File: src/design/ijm_defs.vh
// Offsets, fields, reset values and timing counts of the indexer jog/mode control
`ifndef IJM_DEFS_VH
`define IJM_DEFS_VH

`define IJM_OFF_OPTYPE 8'h00
`define IJM_OFF_JOGTYPE 8'h04
`define IJM_OFF_DIR 8'h08
`define IJM_OFF_DIVCNT 8'h0C
`define IJM_OFF_TLDELAY 8'h10
`define IJM_OFF_ALTTL 8'h14
`define IJM_OFF_NORMTL 8'h18
`define IJM_OFF_LINKCFG 8'h1C
`define IJM_OFF_STATUS 8'h20
`define IJM_OFF_IRQSTAT 8'h24
`define IJM_OFF_IRQMASK 8'h28

`define IJM_RST_OPTYPE 16'h0000
`define IJM_RST_JOGTYPE 16'h0000
`define IJM_RST_DIR 1'h0
`define IJM_RST_DIVCNT 16'h0002
`define IJM_RST_TLDELAY 16'h0000
`define IJM_RST_ALTTL 16'h0000
`define IJM_RST_NORMTL 16'hFFFF
`define IJM_RST_LINKCFG 2'h0
`define IJM_RST_IRQMASK 5'h00

`define IJM_TOP_DIGIT_MSB 15
`define IJM_TOP_DIGIT_LSB 12
`define IJM_LOW_DIGIT_MSB 3
`define IJM_LOW_DIGIT_LSB 0
`define IJM_OPTYPE_INDEXER 4'h1
`define IJM_JOG_PLAIN 4'h1

`define IJM_LINK_TWO_STATIONS 0
`define IJM_LINK_DIRECT_SPEED 1

`define IJM_IRQ_ACCEPT 0
`define IJM_IRQ_DONE 1
`define IJM_IRQ_IGNORED 2
`define IJM_IRQ_RANGE 3
`define IJM_IRQ_HOME 4
`define IJM_IRQ_W 5

`define IJM_TABLE_ONE 16'h0001
`define IJM_RESP_OKAY 2'h0
`define IJM_RESP_SLVERR 2'h2

`define IJM_CLK_NS 20
`define IJM_TICK_NS 1000000
`define IJM_TICK_CYCLES (`IJM_TICK_NS / `IJM_CLK_NS)

`endif

File: src/design/ijm_hold_delay.v
// Level delay: output rises after the arm level has held for a programmed tick count
`timescale 1ns/1ps
module ijm_hold_delay (
  input wire aclk,
  input wire aresetn,
  input wire tick,
  input wire arm,
  input wire [15:0] delay_ticks,
  output reg expired
);
  reg [15:0] count;

  // Dropping the arm level restarts the count, so a short bounce never shortens the delay
  always @(posedge aclk) begin
    if (!aresetn) begin
      count <= 16'h0000;
      expired <= 1'b0;
    end else if (!arm) begin
      count <= 16'h0000;
      expired <= 1'b0;
    end else if (count >= delay_ticks) begin
      expired <= 1'b1;
    end else if (tick) begin
      count <= count + 16'h0001;
    end
  end
endmodule // ijm_hold_delay

File: src/design/ijm_indexer_ctrl.v
// Indexer start/jog sequencing, flags, torque limit switch and AXI4-Lite registers
`timescale 1ns/1ps
`include "ijm_defs.vh"
module ijm_indexer_ctrl #(
  parameter TICK_CYCLES = `IJM_TICK_CYCLES
) (
  input wire aclk,
  input wire aresetn,
  input wire s_axi_awvalid,
  output wire s_axi_awready,
  input wire [7:0] s_axi_awaddr,
  input wire s_axi_wvalid,
  output wire s_axi_wready,
  input wire [31:0] s_axi_wdata,
  input wire [3:0] s_axi_wstrb,
  output reg s_axi_bvalid,
  input wire s_axi_bready,
  output reg [1:0] s_axi_bresp,
  input wire s_axi_arvalid,
  output wire s_axi_arready,
  input wire [7:0] s_axi_araddr,
  output reg s_axi_rvalid,
  input wire s_axi_rready,
  output reg [31:0] s_axi_rdata,
  output reg [1:0] s_axi_rresp,
  input wire start_request_bit,
  input wire mode_select_a,
  input wire mode_select_b,
  input wire [15:0] next_station_word,
  input wire [15:0] table_or_speed_word,
  input wire home_done,
  input wire pos_in_station_range,
  input wire motion_complete,
  output reg movement_done_flag,
  output reg in_position_flag,
  output reg station_range_warning,
  output reg home_incomplete_alarm,
  output reg cmd_start,
  output reg cmd_positioning,
  output reg [15:0] cmd_station,
  output reg [15:0] cmd_table,
  output reg cmd_direct_speed,
  output reg [15:0] cmd_speed,
  output reg jog_run,
  output reg jog_ccw,
  output reg jog_stop_on_station,
  output reg [15:0] torque_limit,
  output wire irq
);
  localparam ST_IDLE = 2'd0;
  localparam ST_MOVE = 2'd1;
  localparam ST_JOG = 2'd2;
  localparam ST_STOP = 2'd3;

  reg [15:0] optype;
  reg [15:0] jogtype;
  reg dir_ccw;
  reg [15:0] divcnt;
  reg [15:0] tl_delay;
  reg [15:0] alt_tl;
  reg [15:0] norm_tl;
  reg [1:0] link_cfg;
  reg [4:0] irq_mask;
  reg [4:0] irq_stat;
  reg [4:0] next_irq_stat;

  reg aw_hold;
  reg w_hold;
  reg [7:0] aw_addr_q;
  reg [31:0] w_data_q;
  reg [3:0] w_strb_q;

  reg [1:0] state;
  reg start_q;
  reg [15:0] tick_cnt;
  reg tick;
  wire tl_expired;

  // Byte-lane merge of a write into a 16-bit register
  function [15:0] merge16;
    input [15:0] old;
    input [31:0] data;
    input [3:0] strb;
    begin
      merge16[7:0] = strb[0] ? data[7:0] : old[7:0];
      merge16[15:8] = strb[1] ? data[15:8] : old[15:8];
    end
  endfunction

  function is_mapped;
    input [7:0] addr;
    begin
      case (addr)
        `IJM_OFF_OPTYPE, `IJM_OFF_JOGTYPE, `IJM_OFF_DIR, `IJM_OFF_DIVCNT,
        `IJM_OFF_TLDELAY, `IJM_OFF_ALTTL, `IJM_OFF_NORMTL, `IJM_OFF_LINKCFG,
        `IJM_OFF_STATUS, `IJM_OFF_IRQSTAT, `IJM_OFF_IRQMASK: is_mapped = 1'b1;
        default: is_mapped = 1'b0;
      endcase
    end
  endfunction

  // Write channel: address and data are taken in either order
  assign s_axi_awready = !aw_hold && !s_axi_bvalid;
  assign s_axi_wready = !w_hold && !s_axi_bvalid;
  wire do_wr = aw_hold && w_hold && !s_axi_bvalid;
  wire wr_hit = do_wr && is_mapped(aw_addr_q);

  always @(posedge aclk) begin
    if (!aresetn) begin
      aw_hold <= 1'b0;
      w_hold <= 1'b0;
      aw_addr_q <= 8'h00;
      w_data_q <= 32'h00000000;
      w_strb_q <= 4'h0;
      s_axi_bvalid <= 1'b0;
      s_axi_bresp <= `IJM_RESP_OKAY;
    end else begin
      if (s_axi_awvalid && s_axi_awready) begin
        aw_hold <= 1'b1;
        aw_addr_q <= s_axi_awaddr;
      end
      if (s_axi_wvalid && s_axi_wready) begin
        w_hold <= 1'b1;
        w_data_q <= s_axi_wdata;
        w_strb_q <= s_axi_wstrb;
      end
      if (do_wr) begin
        aw_hold <= 1'b0;
        w_hold <= 1'b0;
        s_axi_bvalid <= 1'b1;
        s_axi_bresp <= wr_hit ? `IJM_RESP_OKAY : `IJM_RESP_SLVERR;
      end else if (s_axi_bvalid && s_axi_bready) begin
        s_axi_bvalid <= 1'b0;
      end
    end
  end

  always @(posedge aclk) begin
    if (!aresetn) begin
      optype <= `IJM_RST_OPTYPE;
      jogtype <= `IJM_RST_JOGTYPE;
      dir_ccw <= `IJM_RST_DIR;
      divcnt <= `IJM_RST_DIVCNT;
      tl_delay <= `IJM_RST_TLDELAY;
      alt_tl <= `IJM_RST_ALTTL;
      norm_tl <= `IJM_RST_NORMTL;
      link_cfg <= `IJM_RST_LINKCFG;
      irq_mask <= `IJM_RST_IRQMASK;
    end else if (wr_hit) begin
      case (aw_addr_q)
        `IJM_OFF_OPTYPE: optype <= merge16(optype, w_data_q, w_strb_q);
        `IJM_OFF_JOGTYPE: jogtype <= merge16(jogtype, w_data_q, w_strb_q);
        `IJM_OFF_DIVCNT: divcnt <= merge16(divcnt, w_data_q, w_strb_q);
        `IJM_OFF_TLDELAY: tl_delay <= merge16(tl_delay, w_data_q, w_strb_q);
        `IJM_OFF_ALTTL: alt_tl <= merge16(alt_tl, w_data_q, w_strb_q);
        `IJM_OFF_NORMTL: norm_tl <= merge16(norm_tl, w_data_q, w_strb_q);
        `IJM_OFF_DIR: dir_ccw <= w_strb_q[0] ? w_data_q[0] : dir_ccw;
        `IJM_OFF_LINKCFG: link_cfg <= w_strb_q[0] ? w_data_q[1:0] : link_cfg;
        `IJM_OFF_IRQMASK: irq_mask <= w_strb_q[0] ? w_data_q[4:0] : irq_mask;
        default: begin
        end
      endcase
    end
  end

  // Read channel: one read at a time, answer one cycle after the address
  assign s_axi_arready = !s_axi_rvalid;

  always @(posedge aclk) begin
    if (!aresetn) begin
      s_axi_rvalid <= 1'b0;
      s_axi_rdata <= 32'h00000000;
      s_axi_rresp <= `IJM_RESP_OKAY;
    end else if (s_axi_arvalid && s_axi_arready) begin
      s_axi_rvalid <= 1'b1;
      s_axi_rresp <= is_mapped(s_axi_araddr) ? `IJM_RESP_OKAY : `IJM_RESP_SLVERR;
      case (s_axi_araddr)
        `IJM_OFF_OPTYPE: s_axi_rdata <= {16'h0000, optype};
        `IJM_OFF_JOGTYPE: s_axi_rdata <= {16'h0000, jogtype};
        `IJM_OFF_DIR: s_axi_rdata <= {31'h00000000, dir_ccw};
        `IJM_OFF_DIVCNT: s_axi_rdata <= {16'h0000, divcnt};
        `IJM_OFF_TLDELAY: s_axi_rdata <= {16'h0000, tl_delay};
        `IJM_OFF_ALTTL: s_axi_rdata <= {16'h0000, alt_tl};
        `IJM_OFF_NORMTL: s_axi_rdata <= {16'h0000, norm_tl};
        `IJM_OFF_LINKCFG: s_axi_rdata <= {30'h00000000, link_cfg};
        `IJM_OFF_STATUS: s_axi_rdata <= {24'h000000, tl_expired, state,
          home_incomplete_alarm, station_range_warning, in_position_flag,
          movement_done_flag, jog_run};
        `IJM_OFF_IRQSTAT: s_axi_rdata <= {27'h0000000, irq_stat};
        `IJM_OFF_IRQMASK: s_axi_rdata <= {27'h0000000, irq_mask};
        default: s_axi_rdata <= 32'h00000000;
      endcase
    end else if (s_axi_rvalid && s_axi_rready) begin
      s_axi_rvalid <= 1'b0;
    end
  end

  // Millisecond tick for the torque limit delay
  always @(posedge aclk) begin
    if (!aresetn) begin
      tick_cnt <= 16'h0000;
      tick <= 1'b0;
    end else if (tick_cnt == TICK_CYCLES[15:0] - 16'h0001) begin
      tick_cnt <= 16'h0000;
      tick <= 1'b1;
    end else begin
      tick_cnt <= tick_cnt + 16'h0001;
      tick <= 1'b0;
    end
  end

  // Mode decode
  wire indexer_on = optype[`IJM_TOP_DIGIT_MSB:`IJM_TOP_DIGIT_LSB] == `IJM_OPTYPE_INDEXER;
  wire auto_mode = indexer_on && mode_select_a && mode_select_b;
  wire manual_mode = indexer_on && mode_select_a && !mode_select_b;
  wire plain_jog = jogtype[`IJM_LOW_DIGIT_MSB:`IJM_LOW_DIGIT_LSB] == `IJM_JOG_PLAIN;
  // Compared as station+1 > count so a zero count cannot underflow
  wire range_bad = ({1'b0, next_station_word} + 17'h00001) > {1'b0, divcnt};
  wire direct_ok = link_cfg[`IJM_LINK_TWO_STATIONS] && link_cfg[`IJM_LINK_DIRECT_SPEED];

  wire start_rise = start_request_bit && !start_q;
  wire start_fall = !start_request_bit && start_q;
  wire start_usable = start_rise && (auto_mode || manual_mode);
  wire start_busy = start_usable && (state != ST_IDLE);
  wire start_nohome = start_usable && (state == ST_IDLE) && !home_done;
  wire start_ok = start_usable && (state == ST_IDLE) && home_done
    && (manual_mode || !range_bad);
  wire range_rise = auto_mode && range_bad && !station_range_warning;
  wire done_evt = motion_complete && (state == ST_MOVE || state == ST_STOP);

  always @(posedge aclk) begin
    if (!aresetn) begin
      start_q <= 1'b0;
      state <= ST_IDLE;
      movement_done_flag <= 1'b1;
      cmd_start <= 1'b0;
      cmd_positioning <= 1'b0;
      cmd_station <= 16'h0000;
      cmd_table <= `IJM_TABLE_ONE;
      cmd_direct_speed <= 1'b0;
      cmd_speed <= 16'h0000;
      jog_run <= 1'b0;
      jog_ccw <= 1'b0;
      jog_stop_on_station <= 1'b0;
    end else begin
      start_q <= start_request_bit;
      cmd_start <= 1'b0;
      case (state)
        ST_IDLE: begin
          if (start_ok) begin
            movement_done_flag <= 1'b0;
            cmd_start <= 1'b1;
            if (manual_mode) begin
              // Selection words are not looked at in manual mode
              state <= ST_JOG;
              cmd_positioning <= 1'b0;
              cmd_station <= 16'h0000;
              cmd_table <= `IJM_TABLE_ONE;
              cmd_direct_speed <= 1'b0;
              jog_run <= 1'b1;
              jog_ccw <= dir_ccw;
              jog_stop_on_station <= !plain_jog;
            end else begin
              state <= ST_MOVE;
              cmd_positioning <= 1'b1;
              cmd_station <= next_station_word;
              cmd_direct_speed <= direct_ok;
              cmd_table <= direct_ok ? `IJM_TABLE_ONE : table_or_speed_word;
              cmd_speed <= table_or_speed_word;
            end
          end
        end
        ST_MOVE: begin
          if (motion_complete) begin
            state <= ST_IDLE;
            cmd_positioning <= 1'b0;
            movement_done_flag <= 1'b1;
          end
        end
        ST_JOG: begin
          // Leaving manual mode mid-jog is treated like a release
          if (start_fall || !manual_mode) begin
            state <= ST_STOP;
            jog_run <= 1'b0;
          end
        end
        ST_STOP: begin
          if (motion_complete) begin
            state <= ST_IDLE;
            jog_stop_on_station <= 1'b0;
            movement_done_flag <= 1'b1;
          end
        end
        default: state <= ST_IDLE;
      endcase
    end
  end

  always @(posedge aclk) begin
    if (!aresetn) begin
      station_range_warning <= 1'b0;
      home_incomplete_alarm <= 1'b0;
      in_position_flag <= 1'b0;
      torque_limit <= `IJM_RST_NORMTL;
      irq_stat <= 5'h00;
    end else begin
      station_range_warning <= auto_mode && range_bad;
      if (start_nohome) begin
        home_incomplete_alarm <= 1'b1;
      end else if (home_done) begin
        home_incomplete_alarm <= 1'b0;
      end
      // Also true straight after reset when parked on a station
      in_position_flag <= (state == ST_IDLE) && pos_in_station_range;
      torque_limit <= tl_expired ? alt_tl : norm_tl;
      irq_stat <= next_irq_stat;
    end
  end

  ijm_hold_delay u_tl_delay (
    .aclk(aclk),
    .aresetn(aresetn),
    .tick(tick),
    .arm(in_position_flag),
    .delay_ticks(tl_delay),
    .expired(tl_expired)
  );

  // Sticky event bits; a new event wins over a same-cycle clear
  always @* begin
    next_irq_stat = irq_stat;
    if (wr_hit && aw_addr_q == `IJM_OFF_IRQSTAT && w_strb_q[0]) begin
      next_irq_stat = irq_stat & ~w_data_q[4:0];
    end
    next_irq_stat[`IJM_IRQ_ACCEPT] = next_irq_stat[`IJM_IRQ_ACCEPT] | start_ok;
    next_irq_stat[`IJM_IRQ_DONE] = next_irq_stat[`IJM_IRQ_DONE] | done_evt;
    next_irq_stat[`IJM_IRQ_IGNORED] = next_irq_stat[`IJM_IRQ_IGNORED] | start_busy;
    next_irq_stat[`IJM_IRQ_RANGE] = next_irq_stat[`IJM_IRQ_RANGE] | range_rise;
    next_irq_stat[`IJM_IRQ_HOME] = next_irq_stat[`IJM_IRQ_HOME] | start_nohome;
  end

  assign irq = |(irq_stat & irq_mask);
endmodule // ijm_indexer_ctrl

File: config.mk
export PLATFORM = sky130hd
export DESIGN_NAME = ijm_indexer_ctrl
export DESIGN_NICKNAME = d
export VERILOG_FILES = /design/src/design/ijm_hold_delay.v /design/src/design/ijm_indexer_ctrl.v
export VERILOG_INCLUDE_DIRS = /design/src /design/src/design
export SDC_FILE = /design/constraint.sdc
export NUM_CORES = 1
export LEC_CHECK = 0
export ABC_CLOCK_PERIOD_IN_PS = 7150
export BUFFER_PORTS_ARGS = -buffer_cell sky130_fd_sc_hd__buf_2
export CORE_AREA = 2 2 165 151
export CTS_CLUSTER_SIZE = 14
export DETAILED_ROUTE_END_ITERATION = 6
export DIE_AREA = 0 0 167 153
export PLACE_DENSITY = 0.82
export SLEW_MARGIN = 5
export SYNTH_ARGS = -nofsm -noshare
export SYNTH_HDL_FRONTEND = slang
export SYNTH_SLANG_ARGS = --single-unit
File: constraint.sdc
create_clock -name aclk -period 7.15 [get_ports aclk]
set_input_delay 1.43 -clock aclk [delete_from_list [all_inputs] [get_ports aclk]]
set_output_delay 1.43 -clock aclk [all_outputs]
set_load 0.02 [all_outputs]
## Yosys cells after proc, flatten, opt, wreduce, memory -nomap -nowiden

Index checks and enable logic that the tools add are counted.

| word-level totals | value |
|---|---|
| register bits after elaboration | 286 |
| output and inout bits | 116 |
| word-level logic and storage cells | 221 |

| operators by class | value |
|---|---|
| bitwise operators | 11 |
| equality and inequality tests | 32 |
| magnitude comparators | 2 |
| add/subtract/negate cells | 3 |
| mux-type cells | 40 |
| reductions and logical operators | 87 |

Operators by type and width:

| kind | number |
|---|---|
| $pmux 16 s11 | 1 |
| $eq 8x5->1 const B | 8 |
| $mux 16 | 4 |
| $reduce_and 3->1 | 20 |
| $eq 8x6->1 const B | 6 |
| $add 16x1->16 const B | 2 |
| $eq 8x4->1 const B | 4 |
| $logic_and 1x1->1 | 28 |
| $mux 1 | 23 |
| $reduce_or 11->1 | 2 |
| $add 16x1->17 const B | 1 |
| $gt 17x16->1 | 1 |
| $eq 16x16->1 const B | 1 |
| $eq 8x3->1 const B | 2 |
| $ge 16x16->1 | 1 |
| $logic_not 8->1 | 2 |
| $reduce_bool 2->1 | 8 |
| $logic_not 1->1 | 12 |
| $mux 2 | 6 |
| $and 5x5->5 | 2 |
| $ne 2x2->1 const B | 5 |
| $eq 4x1->1 const B | 2 |
| $pmux 1 s2 | 4 |
| $reduce_and 2->1 | 4 |
| 13 further kinds | 26 |

## Logic depth before layout (Yosys ltp)

| logic depth | value |
|---|---|
| depth in word-level cells | 10 |
| gate-level depth with buffers | 16 |
| depth with buffers taken out | 13 |

## Cells and area by module

Synthesis repeated with hierarchy kept, for this count alone.

| unflattened totals | value |
|---|---|
| cell total of the unflattened synthesis | 1424 |
| area, all modules | 12156.7 µm² |

By module, submodules not included:

| module | cells an instance | area each (µm²) | instances | seq. area each (µm²) |
|---|---|---|---|---|
| ijm_indexer_ctrl | 1266 | 10867.9 | 1 | 5024.8 |
| ijm_hold_delay | 158 | 1288.7 | 1 | 340.3 |

## Least setup slack after synthesis

OpenSTA, ideal clock, no wires.

| path | value |
|---|---|
| path kind | input-to-reg |
| from | in next_station_word[0] |
| to | reg cmd_table[0] |
| stages on the path | 15 |
| arrival time | 4161 ps |
| slack | 2864 ps |
| data required time | 7025 ps |
| cells stage by stage | ha_1 > nand2_1 > or3_1 > nor2_1 > xor2_1 > ha_1 > nand3_1 > nor4_1 > nand2_1 > a2111oi_2 > buf_4 > and3_1 > buf_6 > buf_8 > a22oi_1 |

| between the ends | value |
|---|---|
| cells in the longest elaborated chain, start to end | 6 |

Ends and longest elaborated chain:

| what | line | RTL |
|---|---|---|
| start: declaration | ijm_indexer_ctrl.v:29 | `input wire [15:0] next_station_word,` |
| $add 16x1->17 | ijm_indexer_ctrl.v:218 | `wire range_bad = ({1'b0, next_station_word} + 17'h00001) > {1'b0, divcnt};` |
| $gt 17x16->1 | ijm_indexer_ctrl.v:218 |  |
| $logic_not 1->1 | ijm_indexer_ctrl.v:227 | `&& (manual_mode \|\| !range_bad);` |
| $logic_or 1x1->1 | ijm_indexer_ctrl.v:227 |  |
| $logic_and 1x1->1 | ijm_indexer_ctrl.v:227 |  |
| $reduce_and 2->1 (no source line) | - |  |
| end signal: assignment | ijm_indexer_ctrl.v:239 | `` cmd_table <= `IJM_TABLE_ONE; `` |
| end signal: assignment | ijm_indexer_ctrl.v:258 | `` cmd_table <= `IJM_TABLE_ONE; `` |
| end signal: assignment | ijm_indexer_ctrl.v:268 | `` cmd_table <= direct_ok ? `IJM_TABLE_ONE : table_or_speed_word; `` |
| end: declaration | ijm_indexer_ctrl.v:41 | `output reg [15:0] cmd_table,` |

Every way passes these cells.
A chain may end at the register's enable or synchronous reset.

## Worst setup path in the final report

| path | value |
|---|---|
| from | in next_station_word[0] |
| to | reg cmd_table[6] |

Same word-level chain as after synthesis.

==> flow_metrics.tcl <==
set metrics [dict create \
    status "completed" \
    synth_compound_area_share_pct 14.1 \
    slew_headroom_pct 20.2 \
    hold_path.class "flop to flop" \
    ant_nets 0 \
    die_w_um 167 \
    cts_inserted_buffers 27 \
    cts_tree "done" \
    cts_hold_buf 0 \
    start_util_pct 49.0 \
    r2r-end "cmd_table[6]" \
    yosysWarnings 0 \
    clockBufferDepth 3 \
    grt_max_degree 105 \
    yosysSeqAreaShare_pct 45.9 \
    postRouteWirelength_um 31500 \
    die_y_um 153 \
    r2r_start "divcnt[4]" \
    ys_ff_latch 268 \
    fin_skew_ns 0.0147 \
    synthXorXnorAreaFrac_pct 2.02 \
    layout_setup_ws_ns 2.46 \
    hp-start "tick_cnt[0]" \
    grt_pass1_vias 9446 \
    ctsResizeCount 0 \
    cts_setup_buffers 0 \
    drc_errors 0 \
    finalSetupTns_ns 0 \
    yosysUniqueCellTypes 62 \
    worst_slew_pin_slew_ns 1.20 \
    placed_area_um2 12700 \
    firstDrtPassIters 7 \
    grt-ovfl-total 0 \
    crit_path_end_kind "flop" \
    synth_flop_cell "dfxtp_1" \
    power_density_nw_per_um2 234 \
    place.gp.congestion 0.908 \
    r2r_cells 10 \
    regArea_um2 5370 \
    detail_route.vias_per_cell 5.75 \
    finish.instance_area_um2 13600 \
    cts.sinks 268 \
    synthesis.instances 1279 \
    crit_path_max_fanout 19 \
    fillerInstances 2062 \
    critPathArrivalTime_ns 5.16 \
    muxShareOfSynthArea_pct 11.6 \
    min_period_ns 4.69 \
    design.die.area_um2 25600 \
    synth_area_leaders "dfxtp_1 (46%), mux2i_1 (12%), nor2_1 (5.5%), nand2_1 (4.3%), ha_1 (3.7%)" \
    synth_most_common_cell "dfxtp_1" \
    port_buffers 176 \
    r2r_setup_slack_ns 3.84 \
    area_growth_pct 16.7 \
    first_iter_violations 1096 \
    syn_area_um2 11700 \
    synth-simple-area-share_pct 17.4 \
    clock.fmax_mhz 213 \
    p_leak_uw 0.00541 \
    period_share_pct 65.5 \
    hold_violations 0 \
    whs_ns 0.457 \
    wl_per_cell_um 17.9 \
    critPathKind "input pin to flop" \
    track_usage_pct 23.7 \
    grt_pass1_wl_um 49900 \
    drv_cap 0 \
    dp_hpwl_um 22400 \
    synth_edf_count 0 \
    synth_area_leader_cell "dfxtp_1" \
    vias 10100 \
    grt_antenna_before_repair 1 \
    io_pins 213 \
    cts_root_buffer "clkbuf_16" \
    design.core.area_um2 23900 \
    peakVddDrop_v 0.000173 \
    multi_input_area_um2 5800 \
    synth_top_family_by_area "simple AND/OR/NAND/NOR gates" \
    layout-drive-gt1-share_pct 17.2 \
    setup-violations-final 0 \
    maxSlewViolCount 0 \
    rsz0062_at_grt "no" \
    cts.reportedPaths.clkPinSlew_ns 0.06 \
    htree_levels 1 \
    ys_top_cells_by_count "dfxtp_1 (268), nor2_1 (172), mux2i_1 (136), nand2_1 (134), a21oi_1 (69)" \
    rows 54 \
    critPathLaunchType "input pin" \
    synth_adder_area_share_pct 3.75 \
    hold_path_end "tick_cnt[0]" \
    nNetsFinal 1564 \
    hold_depth 1 \
    worst_ep_required_time_ns 7.62 \
    syn_area_per_cell_um2 9.14 \
    post-place-ws_ns 1.92 \
    insertion_delay_ns 0.54 \
    netlist.area_leader.share_pct 45.9 \
    ys_async_sr_fraction_pct 0 \
]
## flip-flops by register name (all words and copies together) (netlist names), 8 cells and up
register and flops:
norm_tl 16, u_tl_delay.count 16, aw_addr_q 8, cmd_table 16, torque_limit 16, w_data_q 16, jogtype 16, tick_cnt 16
tl_delay 16, cmd_speed 16, divcnt 16, s_axi_rdata 16, optype 16, cmd_station 16, alt_tl 16
## metal layers
layer | share of wire, % | track usage [%] | vias to the layer above
met3 | 9.1 | 5.41 | 78
li1 | - | - | 4805
met4 | 3.1 | 8.13 | 0
met1 | 45 | 33.2 | 4752
met2 | 43 | 36.0 | 464
met5 | 0 | 0 | -
## worst max-delay path, stage by stage
cell and delay [ns]:
buf_2 0.14, ha_1 0.23, nand2_1 0.10, or3_1 0.44
nor2_1 0.16, xor2_1 0.10, ha_1 0.35, nand3_1 0.13
nor4_1 0.29, nand2_1 0.18, a2111oi_4 0.36, buf_4 0.36
and3_1 0.65, a22o_1 0.23
## layout make-up
type,count,share of cell area (%)
clock buffer,38,5.84
sequential,268,39.3
multi-input combinational,899,42.6
antenna,1,0.0183
clock inverter,7,0.991
tap,308,2.83
inverter,49,1.37
timing repair buffer,187,7.06
## where the power goes
| part | internal, uW | switching (uW) | total [uW] |
|---|---|---|---|
| combinational | 54.7 | 111 | 166 |
| sequential | 1510 | 25.1 | 1540 |
| clock | 911 | 577 | 1490 |
## metrics by stage
stage                     util, %  cells  power [uW]
after floorplan                 -   1296        1670
after global placement       53.3   1711        1730
after detailed placement     53.3   1711        1730
after CTS                    57.2   1756        3200
after global routing         57.2   1756        3280
final                        57.2   1757        3190
## how the worst max path moves through the flow
stage / startpoint / to / slack [ns] / depth (start not counted)
2_1_floorplan: next_station_word[0] / cmd_table[0] / 2.86 / 15
3_3_place_gp: next_station_word[2] / cmd_table[0] / 1.99 / 14
3_5_place_dp: next_station_word[0] / cmd_table[0] / 1.92 / 14
4_1_cts: next_station_word[0] / cmd_table[0] / 2.47 / 14
5_1_grt: next_station_word[2] / cmd_table[0] / 2.15 / 14
6_report: next_station_word[0] / cmd_table[6] / 2.46 / 14
## placed cells by master, fill, tap and decap left out, drive strengths merged, types with 32 or more instances in the layout
cell and instances:
buf 187, inv 49, nand3 32, clkbuf 38, a22oi 40, mux2i 136
nand2 134, dfxtp 268, nor2 181, a22o 35, ha 35, a21oi 69
## logic make-up after synthesis
group / after synthesis
compound gates: 235
xor+xnor: 27
fa+ha+maj: 35
buf+inv: 129
flops: 268
mux: 136
other cells: 1
simple gates: 448
(Power assumes the default switching activity.)
